`config.mk`:
```
export PLATFORM = sky130hd
export DESIGN_NAME = aex_core
export DESIGN_NICKNAME = d
export VERILOG_FILES = /design/src/core/aex_pkg.sv /design/src/core/aex_file_mem.sv /design/src/core/aex_core.sv
export VERILOG_INCLUDE_DIRS = /design/src /design/src/core
export SDC_FILE = /design/constraint.sdc
export NUM_CORES = 1
export LEC_CHECK = 0
export ABC_AREA = 1
export BUFFER_PORTS_ARGS = -buffer_cell sky130_fd_sc_hd__buf_2
export CORE_UTILIZATION = 55
export CTS_CLUSTER_DIAMETER = 60
export CTS_CLUSTER_SIZE = 28
export DETAILED_ROUTE_END_ITERATION = 7
export HOLD_SLACK_MARGIN = 0.06
export PLACE_DENSITY = 0.78
export REMOVE_ABC_BUFFERS = 1
export SYNTH_ARGS = -nofsm -noshare
export SYNTH_HDL_FRONTEND = slang
export SYNTH_SLANG_ARGS = --single-unit
```
`constraint.sdc`:
```
create_clock -name clk_i -period 9.5 [get_ports clk_i]
set_input_delay 0 -clock clk_i [delete_from_list [all_inputs] [get_ports clk_i]]
set_output_delay 0 -clock clk_i [all_outputs]
set_load 0.02 [all_outputs]
```
`src/core/aex_regs.svh`:
```
// Register offsets, field positions, encodings and reset values of the execute block
`ifndef AEX_REGS_SVH
`define AEX_REGS_SVH

`define AEX_OFF_INSTR 8'h00
`define AEX_OFF_ACC 8'h04
`define AEX_OFF_STATUS 8'h08
`define AEX_OFF_FADDR 8'h0C
`define AEX_OFF_FDATA 8'h10
`define AEX_OFF_CYCLES 8'h14

`define AEX_STAT_CARRY 0
`define AEX_STAT_HALF 1
`define AEX_STAT_ZERO 2
`define AEX_STAT_SKIP 3
`define AEX_STAT_BUSY 4

`define AEX_OP_NOP 4'h0
`define AEX_OP_ADD_LIT 4'h1
`define AEX_OP_ADD_REG 4'h2
`define AEX_OP_AND_LIT 4'h3
`define AEX_OP_AND_REG 4'h4
`define AEX_OP_BIT_CLR 4'h5
`define AEX_OP_BIT_SET 4'h6
`define AEX_OP_SKIP_SET 4'h7
`define AEX_OP_SKIP_CLR 4'h8

`define AEX_ACC_RST 8'h00
`define AEX_FADDR_RST 7'h00
`define AEX_CYC_RST 32'h0000_0000
`define AEX_RESP_OKAY 2'h0
`define AEX_RESP_SLVERR 2'h2

`endif

```
`src/core/aex_pkg.sv`:
```
// Types shared by the execute block
package aex_pkg;

   typedef enum logic [1:0] {ST_IDLE, ST_READ, ST_EXEC} aex_state_t;

   typedef struct packed {
      logic [7:0] pad_hi;
      logic [7:0] literal;
      logic pad_mid;
      logic [6:0] faddr;
      logic [2:0] bsel;
      logic dest;
      logic [3:0] op;
   } aex_instr_t;

   typedef struct packed {
      logic zero;
      logic half_carry_flag;
      logic carry;
   } aex_flags_t;

endpackage : aex_pkg

```
`src/core/aex_file_mem.sv`:
```
// File register store, 128 bytes, one port, registered read data
`timescale 1ns/100ps
module aex_file_mem (
   input wire logic clk_i,          // Core clock
   input wire logic [6:0] addr_i,   // Byte address
   input wire logic we_i,           // Write strobe
   input wire logic [7:0] wdata_i,  // Write data
   output logic [7:0] rdata_o       // Data of last cycle's address
);
   logic [7:0] mem_q [128];

   // Read before write; no reset so it maps to plain RAM
   always_ff @(posedge clk_i) begin
      if (we_i) begin
         mem_q[addr_i] <= wdata_i;
      end
      rdata_o <= mem_q[addr_i];
   end

endmodule : aex_file_mem

```
`src/core/aex_core.sv`:
```
// Add, AND, bit and skip execute unit with an AXI4-Lite register slave
//
// Overview of operation
// - Literal add puts accumulator plus literal in the accumulator and updates all flags.
// - Register add sums accumulator and file register (7-bit address) and updates all flags.
// - For register add and AND, dest 0 writes the accumulator and dest 1 the file register.
// - Bit clear forces the chosen bit 0..7 of the file register to zero, flags untouched.
// - Bit set forces the chosen bit of the file register to one, flags untouched.
// - Literal AND puts accumulator AND literal in the accumulator and updates only Z.
// - Register AND routes accumulator AND file register by dest and updates only Z.
// - Skip-if-set with the bit at one turns the next instruction into a no-op, two cycles.
// - Skip-if-set with the bit at zero lets the next instruction run normally.
// - Skip-if-clear with the bit at zero turns the next instruction into a no-op, two cycles.
// - Skip-if-clear with the bit at one lets the next run; neither test touches a flag.
//
// Our own choices: the placing of the registers and register access over AXI4-Lite.
`timescale 1ns/100ps
`include "aex_regs.svh"
module aex_core (
   input wire logic clk_i,                // 125 MHz core clock
   input wire logic sys_rst_i,            // Async reset, active high
   input wire logic [7:0] s_axi_awaddr,   // Write address
   input wire logic s_axi_awvalid,        // Write address valid
   output logic s_axi_awready,            // Write address ready
   input wire logic [31:0] s_axi_wdata,   // Write data
   input wire logic [3:0] s_axi_wstrb,    // Write byte strobes
   input wire logic s_axi_wvalid,         // Write data valid
   output logic s_axi_wready,             // Write data ready
   output logic [1:0] s_axi_bresp,        // Write response
   output logic s_axi_bvalid,             // Write response valid
   input wire logic s_axi_bready,         // Write response ready
   input wire logic [7:0] s_axi_araddr,   // Read address
   input wire logic s_axi_arvalid,        // Read address valid
   output logic s_axi_arready,            // Read address ready
   output logic [31:0] s_axi_rdata,       // Read data
   output logic [1:0] s_axi_rresp,        // Read response
   output logic s_axi_rvalid,             // Read data valid
   input wire logic s_axi_rready          // Read data ready
);
   aex_pkg::aex_state_t state_q;
   aex_pkg::aex_instr_t ins_q;
   aex_pkg::aex_instr_t ins_d;
   aex_pkg::aex_flags_t flg_q;
   logic [7:0] acc_q;
   logic skip_q;
   logic [6:0] faddr_q;
   logic [31:0] cyc_q;

   logic aw_full_q, w_full_q, rd_pend_q;
   logic [7:0] awaddr_q, araddr_q;
   logic [31:0] wdata_q, wmask;
   logic [3:0] wstrb_q;
   logic wr_go, wr_mapped, rd_mapped, issue;

   logic [6:0] mem_addr;
   logic mem_we;
   logic [7:0] mem_wdata, mem_rdata;

   logic ex;
   logic [7:0] operand, res, bit_mask;
   logic [8:0] sum9;
   logic [4:0] half5;
   logic to_acc, to_mem, upd_cdc, upd_z, test_bit, skip_hit;
   logic [31:0] rd_val;

   // AXI write side: address and data latch independently
   assign s_axi_awready = !aw_full_q;
   assign s_axi_wready = !w_full_q;
   assign s_axi_arready = (state_q == aex_pkg::ST_IDLE) && !rd_pend_q && !s_axi_rvalid && !wr_go;
   // Register writes wait for idle so software never races the datapath
   assign wr_go = aw_full_q && w_full_q && !s_axi_bvalid && (state_q == aex_pkg::ST_IDLE);
   assign wmask = {{8{wstrb_q[3]}}, {8{wstrb_q[2]}}, {8{wstrb_q[1]}}, {8{wstrb_q[0]}}};
   assign ins_d = aex_pkg::aex_instr_t'(wdata_q & wmask);
   assign issue = wr_go && (awaddr_q == `AEX_OFF_INSTR);

   always_comb begin
      unique case (awaddr_q)
         `AEX_OFF_INSTR, `AEX_OFF_ACC, `AEX_OFF_STATUS, `AEX_OFF_FADDR, `AEX_OFF_FDATA,
         `AEX_OFF_CYCLES: wr_mapped = 1'b1;
         default: wr_mapped = 1'b0;
      endcase
   end

   always_ff @(posedge clk_i or posedge sys_rst_i) begin
      if (sys_rst_i) begin
         aw_full_q <= 1'b0;
         w_full_q <= 1'b0;
         awaddr_q <= 8'h00;
         wdata_q <= 32'h0000_0000;
         wstrb_q <= 4'h0;
         s_axi_bvalid <= 1'b0;
         s_axi_bresp <= `AEX_RESP_OKAY;
      end else begin
         if (s_axi_awvalid && s_axi_awready) begin
            aw_full_q <= 1'b1;
            awaddr_q <= {s_axi_awaddr[7:2], 2'b00};
         end else if (wr_go) begin
            aw_full_q <= 1'b0;
         end
         if (s_axi_wvalid && s_axi_wready) begin
            w_full_q <= 1'b1;
            wdata_q <= s_axi_wdata;
            wstrb_q <= s_axi_wstrb;
         end else if (wr_go) begin
            w_full_q <= 1'b0;
         end
         if (wr_go) begin
            s_axi_bvalid <= 1'b1;
            s_axi_bresp <= wr_mapped ? `AEX_RESP_OKAY : `AEX_RESP_SLVERR;
         end else if (s_axi_bready) begin
            s_axi_bvalid <= 1'b0;
         end
      end
   end

   // Datapath: operand comes from the literal or the file register just read
   assign ex = (state_q == aex_pkg::ST_EXEC);
   assign operand = (ins_q.op == `AEX_OP_ADD_LIT || ins_q.op == `AEX_OP_AND_LIT) ?
                    ins_q.literal : mem_rdata;
   assign sum9 = {1'b0, acc_q} + {1'b0, operand};
   assign half5 = {1'b0, acc_q[3:0]} + {1'b0, operand[3:0]};
   assign bit_mask = 8'h01 << ins_q.bsel;
   assign test_bit = mem_rdata[ins_q.bsel];

   always_comb begin
      res = 8'h00;
      to_acc = 1'b0;
      to_mem = 1'b0;
      upd_cdc = 1'b0;
      upd_z = 1'b0;
      skip_hit = 1'b0;
      unique case (ins_q.op)
         `AEX_OP_ADD_LIT: begin
            res = sum9[7:0];
            to_acc = 1'b1;
            upd_cdc = 1'b1;
            upd_z = 1'b1;
         end
         `AEX_OP_ADD_REG: begin
            res = sum9[7:0];
            to_acc = !ins_q.dest;
            to_mem = ins_q.dest;
            upd_cdc = 1'b1;
            upd_z = 1'b1;
         end
         `AEX_OP_AND_LIT: begin
            res = acc_q & operand;
            to_acc = 1'b1;
            upd_z = 1'b1;
         end
         `AEX_OP_AND_REG: begin
            res = acc_q & operand;
            to_acc = !ins_q.dest;
            to_mem = ins_q.dest;
            upd_z = 1'b1;
         end
         `AEX_OP_BIT_CLR: begin
            res = mem_rdata & ~bit_mask;
            to_mem = 1'b1;
         end
         `AEX_OP_BIT_SET: begin
            res = mem_rdata | bit_mask;
            to_mem = 1'b1;
         end
         `AEX_OP_SKIP_SET: skip_hit = test_bit;
         `AEX_OP_SKIP_CLR: skip_hit = !test_bit;
         default: res = 8'h00;
      endcase
   end

   // File register port: datapath owns it while busy, software otherwise
   assign mem_addr = (state_q == aex_pkg::ST_IDLE) ? faddr_q : ins_q.faddr;
   assign mem_we = ex ? to_mem : (wr_go && awaddr_q == `AEX_OFF_FDATA && wstrb_q[0]);
   assign mem_wdata = ex ? res : wdata_q[7:0];

   aex_file_mem u_mem (
      .clk_i(clk_i),
      .addr_i(mem_addr),
      .we_i(mem_we),
      .wdata_i(mem_wdata),
      .rdata_o(mem_rdata)
   );

   // Sequencer; a pending skip swallows the next issued instruction as a no-op
   always_ff @(posedge clk_i or posedge sys_rst_i) begin
      if (sys_rst_i) begin
         state_q <= aex_pkg::ST_IDLE;
         ins_q <= '0;
         skip_q <= 1'b0;
         cyc_q <= `AEX_CYC_RST;
      end else begin
         unique case (state_q)
            aex_pkg::ST_IDLE: begin
               if (issue) begin
                  if (skip_q || ins_d.op == `AEX_OP_NOP || ins_d.op > `AEX_OP_SKIP_CLR) begin
                     skip_q <= 1'b0;
                     cyc_q <= cyc_q + 32'h0000_0001;
                  end else begin
                     ins_q <= ins_d;
                     state_q <= aex_pkg::ST_READ;
                  end
               end
            end
            aex_pkg::ST_READ: state_q <= aex_pkg::ST_EXEC;
            aex_pkg::ST_EXEC: begin
               skip_q <= skip_hit;
               cyc_q <= cyc_q + 32'h0000_0001;
               state_q <= aex_pkg::ST_IDLE;
            end
         endcase
      end
   end

   always_ff @(posedge clk_i or posedge sys_rst_i) begin
      if (sys_rst_i) begin
         acc_q <= `AEX_ACC_RST;
         flg_q <= '0;
         faddr_q <= `AEX_FADDR_RST;
      end else begin
         if (ex) begin
            if (to_acc) begin
               acc_q <= res;
            end
            if (upd_cdc) begin
               flg_q.carry <= sum9[8];
               flg_q.half_carry_flag <= half5[4];
            end
            if (upd_z) begin
               flg_q.zero <= (res == 8'h00);
            end
         end else if (wr_go && wstrb_q[0]) begin
            if (awaddr_q == `AEX_OFF_ACC) begin
               acc_q <= wdata_q[7:0];
            end
            if (awaddr_q == `AEX_OFF_STATUS) begin
               flg_q <= aex_pkg::aex_flags_t'(wdata_q[`AEX_STAT_ZERO:`AEX_STAT_CARRY]);
            end
            if (awaddr_q == `AEX_OFF_FADDR) begin
               faddr_q <= wdata_q[6:0];
            end
         end
      end
   end

   // AXI read side: one cycle to fetch file data, answer the next
   always_comb begin
      rd_mapped = 1'b1;
      rd_val = 32'h0000_0000;
      unique case (araddr_q)
         `AEX_OFF_INSTR: rd_val = ins_q;
         `AEX_OFF_ACC: rd_val = {24'h00_0000, acc_q};
         `AEX_OFF_STATUS: begin
            rd_val[`AEX_STAT_ZERO:`AEX_STAT_CARRY] = flg_q;
            rd_val[`AEX_STAT_SKIP] = skip_q;
            rd_val[`AEX_STAT_BUSY] = (state_q != aex_pkg::ST_IDLE);
         end
         `AEX_OFF_FADDR: rd_val = {25'h000_0000, faddr_q};
         `AEX_OFF_FDATA: rd_val = {24'h00_0000, mem_rdata};
         `AEX_OFF_CYCLES: rd_val = cyc_q;
         default: rd_mapped = 1'b0;
      endcase
   end

   always_ff @(posedge clk_i or posedge sys_rst_i) begin
      if (sys_rst_i) begin
         rd_pend_q <= 1'b0;
         araddr_q <= 8'h00;
         s_axi_rvalid <= 1'b0;
         s_axi_rdata <= 32'h0000_0000;
         s_axi_rresp <= `AEX_RESP_OKAY;
      end else begin
         rd_pend_q <= s_axi_arvalid && s_axi_arready;
         if (s_axi_arvalid && s_axi_arready) begin
            araddr_q <= {s_axi_araddr[7:2], 2'b00};
         end
         if (rd_pend_q) begin
            s_axi_rvalid <= 1'b1;
            s_axi_rdata <= rd_val;
            s_axi_rresp <= rd_mapped ? `AEX_RESP_OKAY : `AEX_RESP_SLVERR;
         end else if (s_axi_rready) begin
            s_axi_rvalid <= 1'b0;
         end
      end
   end
endmodule : aex_core

```
Word-level counts from Yosys, hierarchy flattened
Memory sizes are Yosys's and may differ from the RTL's. A register that Yosys moved wholly into a read port is not among the register bits.
Cells that the tools add are included.
Widths: inputs -> output; s select.
{ "totals": {"inputBits": 59, "output_inout_bits": 41, "memories": 1, "register_bits": 174, "ram_bits": 1024, "word_cells": 165} }
{ "classes": {"add_sub_neg": 3, "n_shift": 1, "n_mux": 45, "n_bitwise": 7, "magnitude_cmp": 2, "reduce_logical": 53, "n_eq_ne": 26} }
{ "memory_table": {"columns": ["name", "words", "width", "rd", "rd_clocked_by_memory_dff", "wr", "line", "text"], "rows": [
  ["u_mem.mem_q", 128, 8, 1, 1, 1, "aex_file_mem.sv:10", "logic [7:0] mem_q [128];"]
]} }
{ "ops": {"columns": ["cell", "n"], "rows": [
  ["$pmux 27 s5", 1],
  ["$mux 32", 2],
  ["$pmux 32 s2", 1],
  ["$mux 8", 6],
  ["$add 32x1->32 const B", 1],
  ["$and 32x32->32", 1],
  ["$pmux 8 s4", 1],
  ["$pmux 5 s6", 1],
  ["$eq 6x2->1 const B", 4],
  ["$eq 6x3->1 const B", 4],
  ["$logic_not 8->1", 3],
  ["$mux 1", 18],
  ["$reduce_and 3->1", 6],
  ["$reduce_bool 2->1", 9],
  ["$and 8x8->8", 2],
  ["$eq 4x3->1 const B", 4],
  ["$logic_and 1x1->1", 13],
  ["$eq 6x1->1 const B", 2],
  ["$reduce_or 6->1", 2],
  ["$mux 2", 5],
  ["$reduce_or 2->1", 5],
  ["$add 8x8->9", 1],
  ["$mux 3", 3],
  ["$eq 4x2->1 const B", 2],
  ["23 further kinds", 40]
]} }

Longest topological paths before layout
{ "logic_depth": {"word_depth": 8, "mapped_depth": 21, "ltp_nobuf": 17} }

Cells and area by module
From an unflattened synthesis, not the netlist that was laid out.
{ "unflattened": {"hier_cells": 5500, "hier_area_um2": 52980.8} }
{ "by_module_without_submodules": {"columns": ["mod", "area_per_inst_um2", "instances", "cells_per_inst", "seq_area_each_um2"], "rows": [
  ["aex_file_mem", 43975.9, 1, 4402, 30909.6],
  ["aex_core", 9004.9, 1, 1098, 4304.1]
]} }

Worst setup path after synthesis
OpenSTA, ideal clock, no wires.
{ "synth_timing": {"path_type": "reg2reg", "from": "register ins_q[2] (netlist bit)", "to": "memory u_mem.mem_q[0][4], data pin", "required_time_ns": 8.293, "path_buffers": 2, "synth_period_minus_slack_ns": 8.352, "setup_slack_ns": 1.148, "setup_ns": 1.207, "t_arrival_ns": 7.145, "stages_incl_launch_ff": 15, "path_cell_list": "dfrtp_1 -> buf_2 -> nor2_1 -> nand2_1 -> clkbuf_1 -> a21oi_1 -> ha_1 -> fa_1 -> nand2_1 -> nand2_1 -> nand2_1 -> nor2_1 -> nor2_1 -> nor2_1 -> o21ai_0"} }
{ "synth_between": {"elab_chain_len": 6, "elab_cells_between_ends": 14, "cone_classes": "1 x add/sub; 6 x eq/ne; 3 x mux; 1 x bitwise; 3 x reduce/logical"} }
{ "synth_rtl": {"columns": ["item", "line", "text"], "rows": [
  ["start, declared", "aex_core.sv:41", "aex_pkg::aex_instr_t ins_q;"],
  ["start signal, assigned", "aex_core.sv:199", "ins_q <= ins_d;"],
  ["$eq 4x1->1 / $eq 4x2->1 (equally long branches)", "aex_core.sv:132", "unique case (ins_q.op)"],
  ["$logic_or 1x1->1 (no source line)", null, null],
  ["$mux 8", "aex_core.sv:118", "assign operand = (ins_q.op == `AEX_OP_ADD_LIT || ins_q.op == `AEX_OP_AND_LIT) ?"],
  ["$add 8x8->9 / $and 8x8->8 (equally long branches)", "aex_core.sv:120, aex_core.sv:147, aex_core.sv:152", null],
  ["$pmux 8 s4 (*)", "aex_core.sv:132", null],
  ["$mux 8 (*)", "aex_core.sv:174", "assign mem_wdata = ex ? res : wdata_q[7:0];"],
  ["net mem_wdata[4]", "aex_core.sv:57", "logic [7:0] mem_wdata, mem_rdata;"],
  ["end, declared", "aex_file_mem.sv:10", null]
]} }
Mark *: on every way through the listed nets, which the timed path passes. The rest lies on a longest branch.

Final worst setup path
{ "layout_timing": {"from": "register state_q[0]", "to": "memory u_mem.mem_q[32][7] (enable)"} }
{ "layout_between": {"elab_chain_len": 7, "elab_cells_between_ends": 9, "cone_classes": "1 x eq/ne; 4 x mux; 4 x reduce/logical"} }
{ "layout_rtl": {"columns": ["item", "line", "text"], "rows": [
  ["start, declared", "aex_core.sv:40", "aex_pkg::aex_state_t state_q;"],
  ["start signal, assigned", "aex_core.sv:187", "state_q <= aex_pkg::ST_IDLE;"],
  ["start signal, assigned", "aex_core.sv:200", "state_q <= aex_pkg::ST_READ;"],
  ["start signal, assigned", "aex_core.sv:204", "aex_pkg::ST_READ: state_q <= aex_pkg::ST_EXEC;"],
  ["$logic_not 2->1", "aex_core.sv:71, aex_core.sv:172", null],
  ["$logic_and 1x1->1", "aex_core.sv:71", "assign wr_go = aw_full_q && w_full_q && !s_axi_bvalid && (state_q == aex_pkg::ST_IDLE);"],
  ["$logic_and 1x1->1 (no source line)", null, null],
  ["$logic_and 1x1->1", "aex_core.sv:173", "assign mem_we = ex ? to_mem : (wr_go && awaddr_q == `AEX_OFF_FDATA && wstrb_q[0]);"],
  ["$mux 1", "aex_core.sv:173", null],
  ["$mux 1", "aex_file_mem.sv:14", "if (we_i) begin"],
  ["$mux 1 (not written as such)", "aex_file_mem.sv:15", "mem_q[addr_i] <= wdata_i;"]
]} }
Several ways; a longest one is shown, not always the timed one.

==> metrics.md <==
| Metric | Value |
|---|---|
| Status | `complete, no violations` |
| Clock Sinks | `1204` |
| Final setup vio count | `0` |
| Count of nets after finishing | `5528` |
| Largest family of logic cells by synthesized area | `simple AND/OR/NAND/NOR gates` |
| Max Transition Viols Final | `0` |
| # hold bufs at CTS | `a little over 80` |
| Ports | `100` |
| Synthesized area per cell | `9.75 um2` |
| Number of global-route vias before repair | `roughly 36000` |
| Die width | `312 um` |
| Die area | `97400 um2` |
| Commonest non-fill, non-tap cell in the layout | `nand2_1` |
| Post-Syn Area | `52900 um2` |
| Post-synth top area share | `58.2%` |
| Final wirelength | `approximately 130 mm` |
| Final ANT Viol Nets | `0` |
| RR Startpoint | `state_q[0]` |
| Vias | `37618` |
| TritonCTS buffer count | `81` |
| PortBufs | `93` |
| Sequential share of the synthesized area | `between 60% and 70%` |
| Pwr Total | `15900 uW` |
| R2R setup slack | `3610 ps` |
| GR Util met1 | `a little over a third` |
| H-tree levels | `3` |
| Unrepaired setup endpoints after global routing | `no` |
| Worst EP required | `9790 ps` |
| FF-to-FF End | `u_mem.mem_q[32][7]` |
| Async S/R FF share, synth | `14.3%` |
| Setup TNS | `0 ps` |
| All-layer global routing usage | `26.6%` |
| Initial core utilization | `a little under three fifths` |
| Leakage | `0.0239 uW` |
| Met3 Usage GRT | `4.06%` |
| Global-route wire length before repair | `202 mm` |
| Core Area | `~95000 um2` |
| DR iter-0 viols | `about 4900` |
| Share of layout cells above drive strength 1 | `6.57%` |
| Final min period | `5890 ps` |
| Yosys cell types | `53` |
| DRC errors left | `0` |
| Post-synthesis mux area share | `0.660%` |
| Clock slew at reported path FFs | `90 ps` |
| Worst Setup End Kind | `flop` |
| Maximum clock rate | `170 MHz` |
| Mapped Cells | `5425` |
| Root Buffer | `clkbuf_16` |
| Setup Buffers After CTS | `0` |
| Vias per inst | `5.54` |
| Max-Slew Margin vs Limit | `14.9%` |
| Worst Skew | `around 37 ps` |
| Initial antenna violation count | `0` |
| Xor/xnor cell area share of the yosys netlist | `0.514%` |
| Final period utilization | `62.0%` |
| Slew @ Worst Pin | `roughly 1300 ps` |
| Simple logic cell fraction of the synthesized area | `26.4%` |
| Worst EP arrival | `6180 ps` |
| Clock insertion delay at the later pin of the skew report | `690 ps` |
| Cell row count | `113` |
| Die H | `312 um` |
| Max-cap violation count | `0` |
| WL per Instance | `just under 20 um` |
| Reg2reg path depth | `8` |
| Worst Path Max Fanout | `around 130` |
| Top post-synthesis cells by area | `edfxtp_1 58%, nand2_1 22%, dfrtp_1 8.1%` |
| Final-report hold violation count | `0` |
| Overflow after GRT | `0` |
| Post-DP HPWL | `72.1 mm` |
| Gpl congestion | `0.906` |
| EDFF count, synth | `1024` |
| Router iterations before antenna repair | `8` |
| Synth Area in Compound Gates | `about 2.2%` |
| CTS resizes | `0` |
| Diodes inserted | `0` |
| Synth Flop Type | `edfxtp_1` |
| Met2 usage | `between 40% and 50%` |
| DP Cell Count | `6555` |
| Final Non-Filler Cells | `6788` |
| CTS tree | `yes` |
| Pwr Density | `around 270 nW/um2` |
| Startpoint types | `flop` |
| Register bit total from synthesis | `1204` |
| Synth Area in Adders | `less than 1%` |
| Most frequent cells in the layout | `3047 x nand2_1, 1024 x edfxtp_1, 298 x nor2_1, 172 x dfrtp_1, 158 x nand3_1` |
| Clock Tree Buf Depth | `3` |
| Kind of critical path | `reg2reg` |
| Maximum VDD drop | `0.256 mV` |
| P&R area growth vs syn | `9.33%` |
| Gr busiest metal | `met2` |
| Synth area leader | `edfxtp_1` |
| Ys Warns | `0` |
| Worst hold path type | `in2async` |
| Largest net degree at the start of global routing | `~190` |
## power by group
group	total, uW	leakage (uW)	switching, uW	internal, uW
registers	6990	0.0115	164	6820
logic	5000	0.0110	3870	1120
clock network	3880	0.00142	2080	1790
total	15900	0.0239	6120	9740
## worst max-delay path, stage by stage (launching register included)
cell and delay (ps):
dfrtp_1 410, inv_1 90, ha_1 920, o21ai_4 90, buf_4 360, inv_8 560
buf_4 950, nand4_4 750, nor2_1 1010
## layout make-up
| cell class | count | area, um2 |
|---|---|---|
| well taps | 1265 | 1580 |
| clock inverters | 65 | 891 |
| fillers | 7337 | 37300 |
| clock buffers | 86 | 2050 |
| flip-flops and latches | 1204 | 35200 |
| inverters | 100 | 395 |
| repair buffers | 213 | 1610 |
| multi-input cells | 3855 | 16100 |
## Yosys cell counts, drive strengths merged (17+ instances only)
cell and n:
nand2 3055, edfxtp 1024, nor2 307, buf 202, dfrtp 172, nand3 159, o21ai 106, inv 97
clkbuf 65, a21oi 34, mux2 31, a22oi 30, nand4 28, xor2 17
## stage by stage
stage / cell area, um2 / hold WS [ps] / setup WS, ps / util [%]
3_5_place_dp: 54000 / 194 / 3820 / 56.8
5_1_grt: 57800 / 91.9 / 3530 / 60.8
4_1_cts: 57800 / 66.1 / 3800 / 60.8
2_1_floorplan: 51500 / 96.4 / 1070 / -
3_3_place_gp: 54000 / 188 / 3930 / 56.8
6_report: 57800 / 46.9 / 3610 / 60.8
## cells by family (layout without fill, tap and decap cells)
kind of cell,after synthesis,after routing
multiplexers,31,31
adder cells (fa/ha/maj),14,14
AND/OR/NAND/NOR,3578,3578
flip-flops,1204,1204
XOR/XNOR,31,31
buffers and inverters,367,464
other,1,2
AO/OA/AOI/OAI,199,199
## state kept, by name, summed over array words and instances, names as in the netlist, 7 cells and up
| register | count |
|---|---|
| s_axi_rdata | 32 |
| cyc_q | 32 |
| u_mem.mem_q | 1024 |
| ins_q | 32 |
| wdata_q | 32 |
| faddr_q | 7 |
| u_mem.rdata_o | 8 |
| acc_q | 8 |
## layer usage
layer  up-vias  wire length, um
li1      17716                -
met5         -                0
met4         0             4980
met2      1789            62300
met1     17832            51400
met3       281            11800
## worst max-delay path by stage
stage	startpoint	end	slack [ps]	cells past startpoint
after floorplan	state_q[0]	u_mem.mem_q[101][0]	1070	6
after global placement	state_q[0]	u_mem.mem_q[34][3]	3930	9
after detailed placement	state_q[1]	u_mem.mem_q[35][3]	3820	9
after CTS	state_q[0]	u_mem.mem_q[35][7]	3800	9
after global routing	state_q[1]	u_mem.rdata_o[4]	3530	18
final	state_q[0]	u_mem.mem_q[32][7]	3610	8
Note: power is estimated with default switching activity, not from simulation.
